File: config.mk
export PLATFORM = sky130hd
export DESIGN_NAME = fdc_dma
export DESIGN_NICKNAME = d
export VERILOG_FILES = /design/src/design/fdc_pkg.sv /design/src/design/fdc_dma.sv
export SDC_FILE = /design/constraint.sdc
export NUM_CORES = 2
export LEC_CHECK = 0
export ABC_CLOCK_PERIOD_IN_PS = 10480
export BUFFER_PORTS_ARGS = -buffer_cell sky130_fd_sc_hd__buf_2
export CORE_ASPECT_RATIO = 2
export CORE_MARGIN = 2
export CORE_UTILIZATION = 65
export CTS_BUF_LIST = sky130_fd_sc_hd__clkbuf_4 sky130_fd_sc_hd__clkbuf_8
export CTS_CLUSTER_SIZE = 40
export DETAILED_ROUTE_END_ITERATION = 7
export PLACE_DENSITY_LB_ADDON = 0.12
export SLEW_MARGIN = 20
export SYNTH_ARGS = -nofsm -noshare
export SYNTH_HDL_FRONTEND = slang
export SYNTH_SLANG_ARGS = --single-unit
File: constraint.sdc
create_clock -name CLK -period 10.48 [get_ports CLK]
set_clock_uncertainty 0.15 [all_clocks]
set_input_delay 0.524 -clock CLK [delete_from_list [all_inputs] [get_ports CLK]]
set_output_delay 0.524 -clock CLK [all_outputs]
set_load 0.01 [all_outputs]
File: src/design/fdc_pkg.sv
// constants, field layout and types for the four-channel transfer controller
// assumes a 16-bit register port with a 6-bit word index
package fdc_pkg;
   localparam int NCH = 4;
   localparam int AW  = 6;
   localparam int DW  = 16;
   // per-channel register block: index = channel * CH_STRIDE + slot
   localparam logic [5:0] CH_STRIDE  = 6'h08;
   localparam logic [2:0] SLOT_CTRL  = 3'h0;
   localparam logic [2:0] SLOT_REQ   = 3'h1;
   localparam logic [2:0] SLOT_STA   = 3'h2;
   localparam logic [2:0] SLOT_STB   = 3'h3;
   localparam logic [2:0] SLOT_PAD   = 3'h4;
   localparam logic [2:0] SLOT_LEN   = 3'h5;
   localparam logic [2:0] SLOT_STAT  = 3'h6;
   localparam logic [5:0] ADDR_COLL  = 6'h20;
   // control, request and status register fields
   localparam int CTL_EN    = 0;
   localparam int CTL_WORD  = 1;
   localparam int CTL_TOPER = 2;
   localparam int CTL_AM_LO = 3;
   localparam int CTL_RPT   = 5;
   localparam int CTL_PPONG = 6;
   localparam int CTL_HEN   = 7;
   localparam int REQ_FORCE = 15;
   localparam int STAT_PP   = 15;
   // addressing modes
   localparam logic [1:0] AM_POSTINC = 2'h0;
   localparam logic [1:0] AM_FIXED   = 2'h1;
   localparam logic [1:0] AM_PERIND  = 2'h2;
   // address steps
   localparam logic [15:0] STEP_BYTE = 16'h0001;
   localparam logic [15:0] STEP_WORD = 16'h0002;
   // request source codes and their peripheral data addresses
   localparam logic [7:0]  SRC_EXT_INT_ZERO   = 8'h00;
   localparam logic [7:0]  SRC_CAPTURE_TWO    = 8'h05;
   localparam logic [7:0]  SRC_COMPARE_TWO    = 8'h06;
   localparam logic [7:0]  SRC_SERIAL_ONE_RX  = 8'h0b;
   localparam logic [7:0]  SRC_SERIAL_ONE_TX  = 8'h0c;
   localparam logic [15:0] PAD_NONE           = 16'h0000;
   localparam logic [15:0] PAD_CAPTURE_TWO    = 16'h014c;
   localparam logic [15:0] PAD_COMPARE_TWO_P  = 16'h0910;
   localparam logic [15:0] PAD_COMPARE_TWO_S  = 16'h090e;
   localparam logic [15:0] PAD_SERIAL_ONE_RX  = 16'h0226;
   localparam logic [15:0] PAD_SERIAL_ONE_TX  = 16'h0224;
   typedef enum logic [0:0] {ST_IDLE, ST_XFER} fdc_st_t;
endpackage : fdc_pkg

File: src/design/fdc_dma.sv
// four-channel transfer engine: request select, arbitration, addressing,
// block modes, half/full block pulses and request collision flags
// assumes a single-cycle register port and a transfer port acked by the fabric
`timescale 1ns/1ps
module fdc_dma #(
   parameter int NCH = fdc_pkg::NCH
) (
   input  wire logic                 CLK,
   input  wire logic                 RESET_N,
   input  wire logic [5:0]           ADDR,
   input  wire logic [15:0]          WDATA,
   input  wire logic                 WR,
   input  wire logic                 RD,
   output logic      [15:0]          RDATA,
   input  wire logic [255:0]         EVENT_IN,
   input  wire logic [15:0]          PI_ADDR,
   output logic                      XFER_REQ,
   output logic      [1:0]           XFER_CHAN,
   output logic      [15:0]          XFER_SRAM_ADDR,
   output logic      [15:0]          XFER_PERIPH_ADDR,
   output logic                      XFER_WORD,
   output logic                      XFER_TO_PERIPH,
   input  wire logic                 XFER_ACK,
   output logic      [3:0]           HALF_IRQ,
   output logic      [3:0]           DONE_IRQ
);
   // elaboration checks: channel count and port widths are fixed by the map
   if (NCH != fdc_pkg::NCH) begin : g_bad_nch
      $error("fdc_dma serves exactly four channels");
   end
   if ($bits(ADDR) != fdc_pkg::AW || $bits(WDATA) != fdc_pkg::DW) begin : g_bad_width
      $error("fdc_dma register port widths differ from the register map");
   end

   typedef struct packed {
      fdc_pkg::fdc_st_t  st;
      logic [1:0]        act;
      logic [3:0]        en;
      logic [3:0]        word;
      logic [3:0]        to_per;
      logic [3:0]        rpt;
      logic [3:0]        ppong;
      logic [3:0]        hen;
      logic [3:0]        pp;
      logic [3:0]        half_done;
      logic [3:0]        pend;
      logic [3:0]        col;
      logic [3:0][1:0]   amode;
      logic [3:0][7:0]   sel;
      logic [3:0][15:0]  sta;
      logic [3:0][15:0]  stb;
      logic [3:0][15:0]  pad;
      logic [3:0][15:0]  len;
      logic [3:0][15:0]  cur;
      logic [3:0][15:0]  cnt;
      logic [15:0]       rdata;
      logic [15:0]       x_sram;
      logic [15:0]       x_per;
      logic              x_word;
      logic              x_to_per;
      logic [3:0]        half_irq;
      logic [3:0]        done_irq;
   } fdc_state_t;

   fdc_state_t s;
   fdc_state_t next_s;

   // data address tied to a request source; unlisted sources get none
   function automatic logic [15:0] src_pad(input logic [7:0] code, input logic to_per);
      case (code)
         fdc_pkg::SRC_CAPTURE_TWO:   src_pad = fdc_pkg::PAD_CAPTURE_TWO;
         fdc_pkg::SRC_COMPARE_TWO:   src_pad = to_per ? fdc_pkg::PAD_COMPARE_TWO_P
                                                      : fdc_pkg::PAD_COMPARE_TWO_S;
         fdc_pkg::SRC_SERIAL_ONE_RX: src_pad = fdc_pkg::PAD_SERIAL_ONE_RX;
         fdc_pkg::SRC_SERIAL_ONE_TX: src_pad = fdc_pkg::PAD_SERIAL_ONE_TX;
         default:                    src_pad = fdc_pkg::PAD_NONE;
      endcase
   endfunction : src_pad

   // start address of the current ping-pong half
   function automatic logic [15:0] start_of(input fdc_state_t x, input int c);
      start_of = (x.ppong[c] && x.pp[c]) ? x.stb[c] : x.sta[c];
   endfunction : start_of

   logic [3:0] evt;
   logic [3:0] frc;
   logic       hit;
   logic [1:0] win;
   logic [2:0] slot;
   logic [1:0] rch;
   logic       is_ch;

   // event routing, force strobes and priority pick
   always_comb begin
      slot  = ADDR[2:0];
      rch   = ADDR[4:3];
      is_ch = (ADDR[5] == 1'b0);
      hit   = 1'b0;
      win   = 2'h0;
      for (int c = 0; c < 4; c++) begin
         evt[c] = s.en[c] && EVENT_IN[s.sel[c]];
         frc[c] = WR && is_ch && (rch == 2'(c)) && (slot == fdc_pkg::SLOT_REQ)
                  && WDATA[fdc_pkg::REQ_FORCE] && s.en[c];
      end
      for (int c = 3; c >= 0; c--) begin
         if (s.pend[c]) begin
            hit = 1'b1;
            win = 2'(c);
         end
      end
   end

   // next-state logic
   always_comb begin
      logic [15:0] nc;
      logic [15:0] step;
      int          a;
      nc           = '0;
      step         = '0;
      a            = 0;
      next_s       = s;
      next_s.half_irq = '0;
      next_s.done_irq = '0;
      next_s.rdata = '0;
      // register reads
      if (RD) begin
         if (is_ch) begin
            case (slot)
               fdc_pkg::SLOT_CTRL: begin
                  next_s.rdata[fdc_pkg::CTL_EN]    = s.en[rch];
                  next_s.rdata[fdc_pkg::CTL_WORD]  = s.word[rch];
                  next_s.rdata[fdc_pkg::CTL_TOPER] = s.to_per[rch];
                  next_s.rdata[fdc_pkg::CTL_AM_LO +: 2] = s.amode[rch];
                  next_s.rdata[fdc_pkg::CTL_RPT]   = s.rpt[rch];
                  next_s.rdata[fdc_pkg::CTL_PPONG] = s.ppong[rch];
                  next_s.rdata[fdc_pkg::CTL_HEN]   = s.hen[rch];
               end
               fdc_pkg::SLOT_REQ:  next_s.rdata[7:0] = s.sel[rch];
               fdc_pkg::SLOT_STA:  next_s.rdata = s.sta[rch];
               fdc_pkg::SLOT_STB:  next_s.rdata = s.stb[rch];
               fdc_pkg::SLOT_PAD:  next_s.rdata = s.pad[rch];
               fdc_pkg::SLOT_LEN:  next_s.rdata = s.len[rch];
               fdc_pkg::SLOT_STAT: begin
                  next_s.rdata[14:0] = s.cnt[rch][14:0];
                  next_s.rdata[fdc_pkg::STAT_PP] = s.pp[rch];
               end
               default:            next_s.rdata = '0;
            endcase
         end else if (ADDR == fdc_pkg::ADDR_COLL) begin
            next_s.rdata[3:0] = s.col;
         end
      end
      // register writes
      if (WR && is_ch) begin
         case (slot)
            fdc_pkg::SLOT_CTRL: begin
               next_s.en[rch]     = WDATA[fdc_pkg::CTL_EN];
               next_s.word[rch]   = WDATA[fdc_pkg::CTL_WORD];
               next_s.to_per[rch] = WDATA[fdc_pkg::CTL_TOPER];
               next_s.amode[rch]  = WDATA[fdc_pkg::CTL_AM_LO +: 2];
               next_s.rpt[rch]    = WDATA[fdc_pkg::CTL_RPT];
               next_s.ppong[rch]  = WDATA[fdc_pkg::CTL_PPONG];
               next_s.hen[rch]    = WDATA[fdc_pkg::CTL_HEN];
               next_s.col[rch]    = 1'b0;
               next_s.pp[rch]     = 1'b0;
               next_s.cnt[rch]    = '0;
               next_s.half_done[rch] = 1'b0;
               next_s.pend[rch]   = 1'b0;
               next_s.cur[rch]    = s.sta[rch];
            end
            fdc_pkg::SLOT_REQ: begin
               next_s.sel[rch] = WDATA[7:0];
               next_s.pad[rch] = src_pad(WDATA[7:0], s.to_per[rch]);
            end
            fdc_pkg::SLOT_STA: begin
               next_s.sta[rch] = WDATA;
               if (!s.en[rch]) begin
                  next_s.cur[rch] = WDATA;
               end
            end
            fdc_pkg::SLOT_STB: next_s.stb[rch] = WDATA;
            fdc_pkg::SLOT_PAD: next_s.pad[rch] = WDATA;
            fdc_pkg::SLOT_LEN: next_s.len[rch] = WDATA;
            default: ;
         endcase
      end
      // transfer sequencing
      case (s.st)
         fdc_pkg::ST_IDLE: begin
            if (hit) begin
               a = int'(win);
               next_s.act  = win;
               next_s.pend[win] = 1'b0;
               next_s.x_per = s.pad[win];
               // size and direction held with the grant so a control write cannot move them
               next_s.x_word   = s.word[win];
               next_s.x_to_per = s.to_per[win];
               next_s.x_sram = (s.amode[win] == fdc_pkg::AM_PERIND) ? PI_ADDR
                                                                    : s.cur[win];
               next_s.st = fdc_pkg::ST_XFER;
            end
         end
         fdc_pkg::ST_XFER: begin
            if (XFER_ACK) begin
               a    = int'(s.act);
               step = s.word[a] ? fdc_pkg::STEP_WORD : fdc_pkg::STEP_BYTE;
               nc   = s.cnt[a] + 16'h0001;
               next_s.cnt[a] = nc;
               if (s.amode[a] == fdc_pkg::AM_POSTINC) begin
                  next_s.cur[a] = s.cur[a] + step;
               end else begin
                  next_s.cur[a] = s.cur[a];
               end
               if (s.hen[a] && !s.half_done[a] && (nc >= (s.len[a] >> 1))) begin
                  next_s.half_irq[a]  = 1'b1;
                  next_s.half_done[a] = 1'b1;
               end
               if (nc >= s.len[a]) begin
                  next_s.done_irq[a]  = 1'b1;
                  next_s.cnt[a]       = '0;
                  next_s.half_done[a] = 1'b0;
                  next_s.pp[a]        = s.ppong[a] ? !s.pp[a] : s.pp[a];
                  next_s.cur[a] = (s.ppong[a] && !s.pp[a]) ? s.stb[a] : s.sta[a];
                  if (!s.rpt[a]) begin
                     next_s.en[a] = 1'b0;
                  end
               end
               next_s.st = fdc_pkg::ST_IDLE;
            end
         end
         default: next_s.st = fdc_pkg::ST_IDLE;
      endcase
      // new requests latch last so an arrival on a grant is kept
      for (int c = 0; c < 4; c++) begin
         if (evt[c] || frc[c]) begin
            next_s.pend[c] = 1'b1;
         end
         if (evt[c] && frc[c]) begin
            next_s.col[c] = 1'b1;
         end
      end
   end

   // state register
   always_ff @(posedge CLK or negedge RESET_N) begin
      if (!RESET_N) begin
         s <= '0;
      end else begin
         s <= next_s;
      end
   end

   // outputs straight from flip-flops
   assign RDATA            = s.rdata;
   assign XFER_REQ         = (s.st == fdc_pkg::ST_XFER);
   assign XFER_CHAN        = s.act;
   assign XFER_SRAM_ADDR   = s.x_sram;
   assign XFER_PERIPH_ADDR = s.x_per;
   assign XFER_WORD        = s.x_word;
   assign XFER_TO_PERIPH   = s.x_to_per;
   assign HALF_IRQ         = s.half_irq;
   assign DONE_IRQ         = s.done_irq;

endmodule : fdc_dma

* Yosys cells after proc, flatten, opt, wreduce, memory -nomap -nowiden
Cells that the tools add are included.
Cells by class: reduce and logical (&&, ||, !) cells 60, muxes and demuxes 169, bitwise logic cells 17, $lt $le $gt $ge 12, add/subtract/negate cells 2, equality and inequality tests 15
Operators with widths (number):
- bitwise mux 64 bit | 11
- 2-to-1 mux 64 bit | 8
- 2-to-1 mux 464 bit | 1
- binary-select mux 16 bit (select 2 bit) | 12
- 2-to-1 mux 128 bit | 3
- 2-to-1 mux 16 bit | 18
- case mux 64 bit (2 select lines) | 2
- bitwise AND 64 bit | 2
- inverter 64 bit | 2
- demux 16 bit (select 2 bit) | 2
- 2-to-1 mux 8 bit | 7
- case mux 8 bit (7 select lines) | 1
- 2-to-1 mux 4 bit | 13
- 2-to-1 mux 48 bit | 1
- case mux 12 bit (4 select lines) | 1
- case mux 8 bit (5 select lines) | 1
- less-than comparator 8 x 9 -> 1 bit (second input constant) | 4
- 2-to-1 mux 1 bit | 36
- binary-select mux 1 bit (select 8 bit) | 4
- bitwise mux 32 bit | 1
- 2-to-1 mux 32 bit | 1
- logical AND 1 bit | 31
- binary-select mux 1 bit (select 2 bit) | 15
- bitwise AND 4 bit | 7
- other kinds (36) | 91
Storage, ports and cells: register bits after elaboration 525, bits of input ports 299, output and inout port bits 61, word-level logic and storage cells 329

* Logic depth before layout (Yosys ltp)
depth after elaboration 17, gate-level depth with buffers 19, gate-level depth less buffers 15

* Worst setup path before layout
OpenSTA, ideal clock, no wires.
path kind register to register, start register s (netlist bit XFER_CHAN[0]), end register s[166] in the netlist's numbering, clock period less this slack 4544 ps, data required time 10190 ps, stages on the path, launching flop included 18, arrival 4255 ps, slack 5936 ps, setup time 140 ps, path buffers 6, path through dfrtp_1 -> buf_6 -> buf_6 -> buf_2 -> buf_4 -> buf_2 -> buf_2 -> mux4_2 -> inv_1 -> ha_1 -> inv_1 -> fa_1 -> or4b_4 -> nor2_1 -> xor2_1 -> and2_1 -> a2111oi_0 -> a211oi_1
RTL lines:
- start: declaration | line fdc_dma.sv:65 | fdc_state_t s;
- start signal: assignment | line fdc_dma.sv:249 | s <= next_s;

==> results.sh <==
export IMPL_status="finished with violations"
export IMPL_violations="DRC"
export IMPL_crit_arrival_ns=6.06
export IMPL_ys_ff_latch=525
export IMPL_min_from="PI_ADDR[1]"
export IMPL_async_reset_ff_frac=1.00
export IMPL_crit_path_end_kind="flop"
export IMPL_synth_avg_cell_area_sq_um=12.1
export IMPL_setup_viol=0
export IMPL_yosys_warnings=0
export IMPL_holdWs_ns=0.0254
export IMPL_fin_tns_setup_ns=0
export IMPL_cts_setup_buffers=0
export IMPL_die_area_sq_um=59900
export IMPL_placed_area_sq_um=39500
export IMPL_insertion_delay_ns=0.70
export IMPL_cp_cell_sequence="buf_4, mux4_2, and3_4, nand3b_4, xnor2_2, ha_1, nand4_1, nor2_1, o21ai_0, nand2_1, nor3_1, o21ai_2, buf_4, nor2_1, a22o_1"
export IMPL_io_pins=360
export IMPL_netlist_cell_type_count=79
export IMPL_cts_htree_levels=3
export IMPL_hold_class="in2reg"
export IMPL_p_sw_frac=0.422
export IMPL_period_share=0.536
export IMPL_max_stage_delay_ns=0.97
export IMPL_maxCapViolations=0
export IMPL_p_int_mw=4.95
export IMPL_dpl_cell_count=3968
export IMPL_critPathLaunchType="flop"
export IMPL_criticalPathCategory="reg2reg"
export IMPL_post_cts_resize_count=0
export IMPL_tightest_slew_ns=1.23
export IMPL_min_delay_path_depth=3
export IMPL_final_area_sq_um=41200
export IMPL_cts_tree="built"
export IMPL_grt_max_degree=199
export IMPL_overflow=0
export IMPL_layout_drive_gt1_share=0.402
export IMPL_nets=3632
export IMPL_fmax_ghz=0.178
export IMPL_path_clk_slew_ns=0.07
export IMPL_ys_seq_area_frac=0.349
export IMPL_ir_drop_mv=0.148
export IMPL_clk_path_buf_depth=3
export IMPL_via_per_inst=8.03
export IMPL_row_count=124
export IMPL_drv_slew=0
export IMPL_post_drt_wl_per_cell_um=37.5
export IMPL_finalHoldViolCount=0
export IMPL_io_buffers=359
export IMPL_p_switching_mw=3.62
export IMPL_fin_ws_ns=4.86
export IMPL_final_util=0.720
export IMPL_leakagePower_nw=17.4
export IMPL_antenna_found_initial=8
export IMPL_rsz0062_at_grt="false"
export IMPL_finalNonFillerCells=4116
export IMPL_first_global_vias=34400
export IMPL_hold_buffers=7
export IMPL_via_count=33000
export IMPL_critPathMaxFanout=37
export IMPL_comb_power_share=0.457
export IMPL_dp_hpwl_mm=108
export IMPL_start_util=0.657
export IMPL_p_seq_frac=0.338
export IMPL_worst_endpoint_required_ns=10.92
export IMPL_grt_pass1_wl_mm=228
export IMPL_grt_usage=0.528
export IMPL_wl_mm=154
export IMPL_rr_endpoint="s[87]"
export IMPL_cts_sinks=525
export IMPL_slew_headroom=0.176
export IMPL_die_x_um=174
export IMPL_worstReg2RegStart="XFER_CHAN[0]"
export IMPL_post_route_drc_count=41
export IMPL_final_cell_mix="515 x dfrtp_1, 442 x mux4_2, 356 x buf_2"
export IMPL_drtIter0Drc=4613
export IMPL_numCtsBuffers=73
export IMPL_fin_crit_ns=5.62
export IMPL_synth_edff_count=0
export IMPL_synthToLayoutAreaGrowth_pct=9.64
export IMPL_powerDensity_nw_per_um2=208
export IMPL_p_clk_frac=0.205
export IMPL_r2r_slack_ns=4.86
export IMPL_final_antenna_net_count=0
export IMPL_cts_root_buf="clkbuf_8"
export IMPL_synth_area_sq_um=37600
export IMPL_dp_slack_ns=4.91
export IMPL_die_h_um=344
export IMPL_total_power_mw=8.58
export IMPL_hold_end="XFER_SRAM_ADDR[1]"
export IMPL_postSynthCellCount=3107
export IMPL_routabilityCongestion=1.11
export IMPL_coreArea_sq_um=57200
export IMPL_mostFrequentLayoutCell="dfrtp_1"
export IMPL_synth_nets=3442
export IMPL_slowest_stage="dfrtp_4"
export IMPL_drt_pass1_iter_count=8
export IMPL_r2r_cells=15
export IMPL_ys_flop_type="dfrtp_1"
[kinds of logic after synthesis]
family | after synthesis | share of synthesized area
mux | 840 | 0.380
compound gates | 664 | 0.126
simple gates | 623 | 0.0772
flops | 525 | 0.349
buf+inv | 391 | 0.0488
fa+ha+maj | 36 | 0.0122
xor+xnor | 28 | 0.00672
[synthesized netlist by cell type (30+ instances only)]
cell type | number | share of area
buf_2 | 59 | 0.0079
clkbuf_1 | 181 | 0.018
nor3_1 | 30 | 0.0040
mux2_2 | 272 | 0.081
buf_1 | 32 | 0.0032
nand3_1 | 40 | 0.0053
inv_1 | 45 | 0.0045
a211oi_1 | 45 | 0.0090
a21oi_1 | 99 | 0.013
o21ai_0 | 128 | 0.017
a222oi_1 | 34 | 0.0091
dfrtp_1 | 525 | 0.35
nor2b_1 | 35 | 0.0058
nor2_1 | 134 | 0.013
mux2i_1 | 125 | 0.033
buf_4 | 67 | 0.013
a22oi_1 | 85 | 0.017
mux4_2 | 442 | 0.26
nand2_1 | 272 | 0.027
ha_1 | 35 | 0.012
a22o_1 | 108 | 0.025
[layer usage]
layer  up-vias  track usage  part of all wire
li1      12600            -                 -
met1     16100        0.516              0.27
met2      3203        0.844              0.47
met3      1118        0.182              0.12
met4         4        0.554              0.13
met5         -            0           0.00020
[layout make-up]
class / instances / area (sq um)
Multi-Input combinational cell: 2191 / 22700
Fill cell: 3954 / 16000
Sequential cell: 525 / 13200
Timing Repair Buffer: 459 / 2630
Clock buffer: 116 / 1430
Tap cell: 756 / 946
Inverter: 47 / 176
Clock inverter: 16 / 153
Antenna cell: 6 / 15.0
[worst max path at each step]
stage | startpoint | endpoint | slack, ns
2_1_floorplan | XFER_CHAN[0] | s[166] | 5.94
3_5_place_dp | XFER_CHAN[0] | s[93] | 4.91
4_1_cts | XFER_CHAN[0] | s[180] | 4.87
6_report | XFER_CHAN[0] | s[87] | 4.86
5_1_grt | XFER_CHAN[0] | s[148] | 4.56
3_3_place_gp | XFER_CHAN[0] | s[101] | 4.97
[power groups by stage]
stage | registers [mW] | logic [mW] | clock network (mW)
floorplan | 2.65 | 2.65 | 0
global placement | 2.86 | 3.60 | 0
detailed placement | 2.90 | 3.68 | 0
CTS | 2.87 | 3.70 | 1.76
global route | 2.93 | 4.06 | 1.84
finish | 2.90 | 3.92 | 1.76
[worst max-delay path, delay by kind of cell, from the launching register on]
kind                     cells  cell delay (ns)
AND/OR/NAND/NOR              7             1.63
multiplexers                 1             0.64
adder cells (fa/ha/maj)      1             0.31
buffers and inverters        2             1.05
AO/OA/AOI/OAI                3             0.56
flip-flops                   1             0.97
XOR/XNOR                     1             0.18
(Power assumes the default switching activity.)
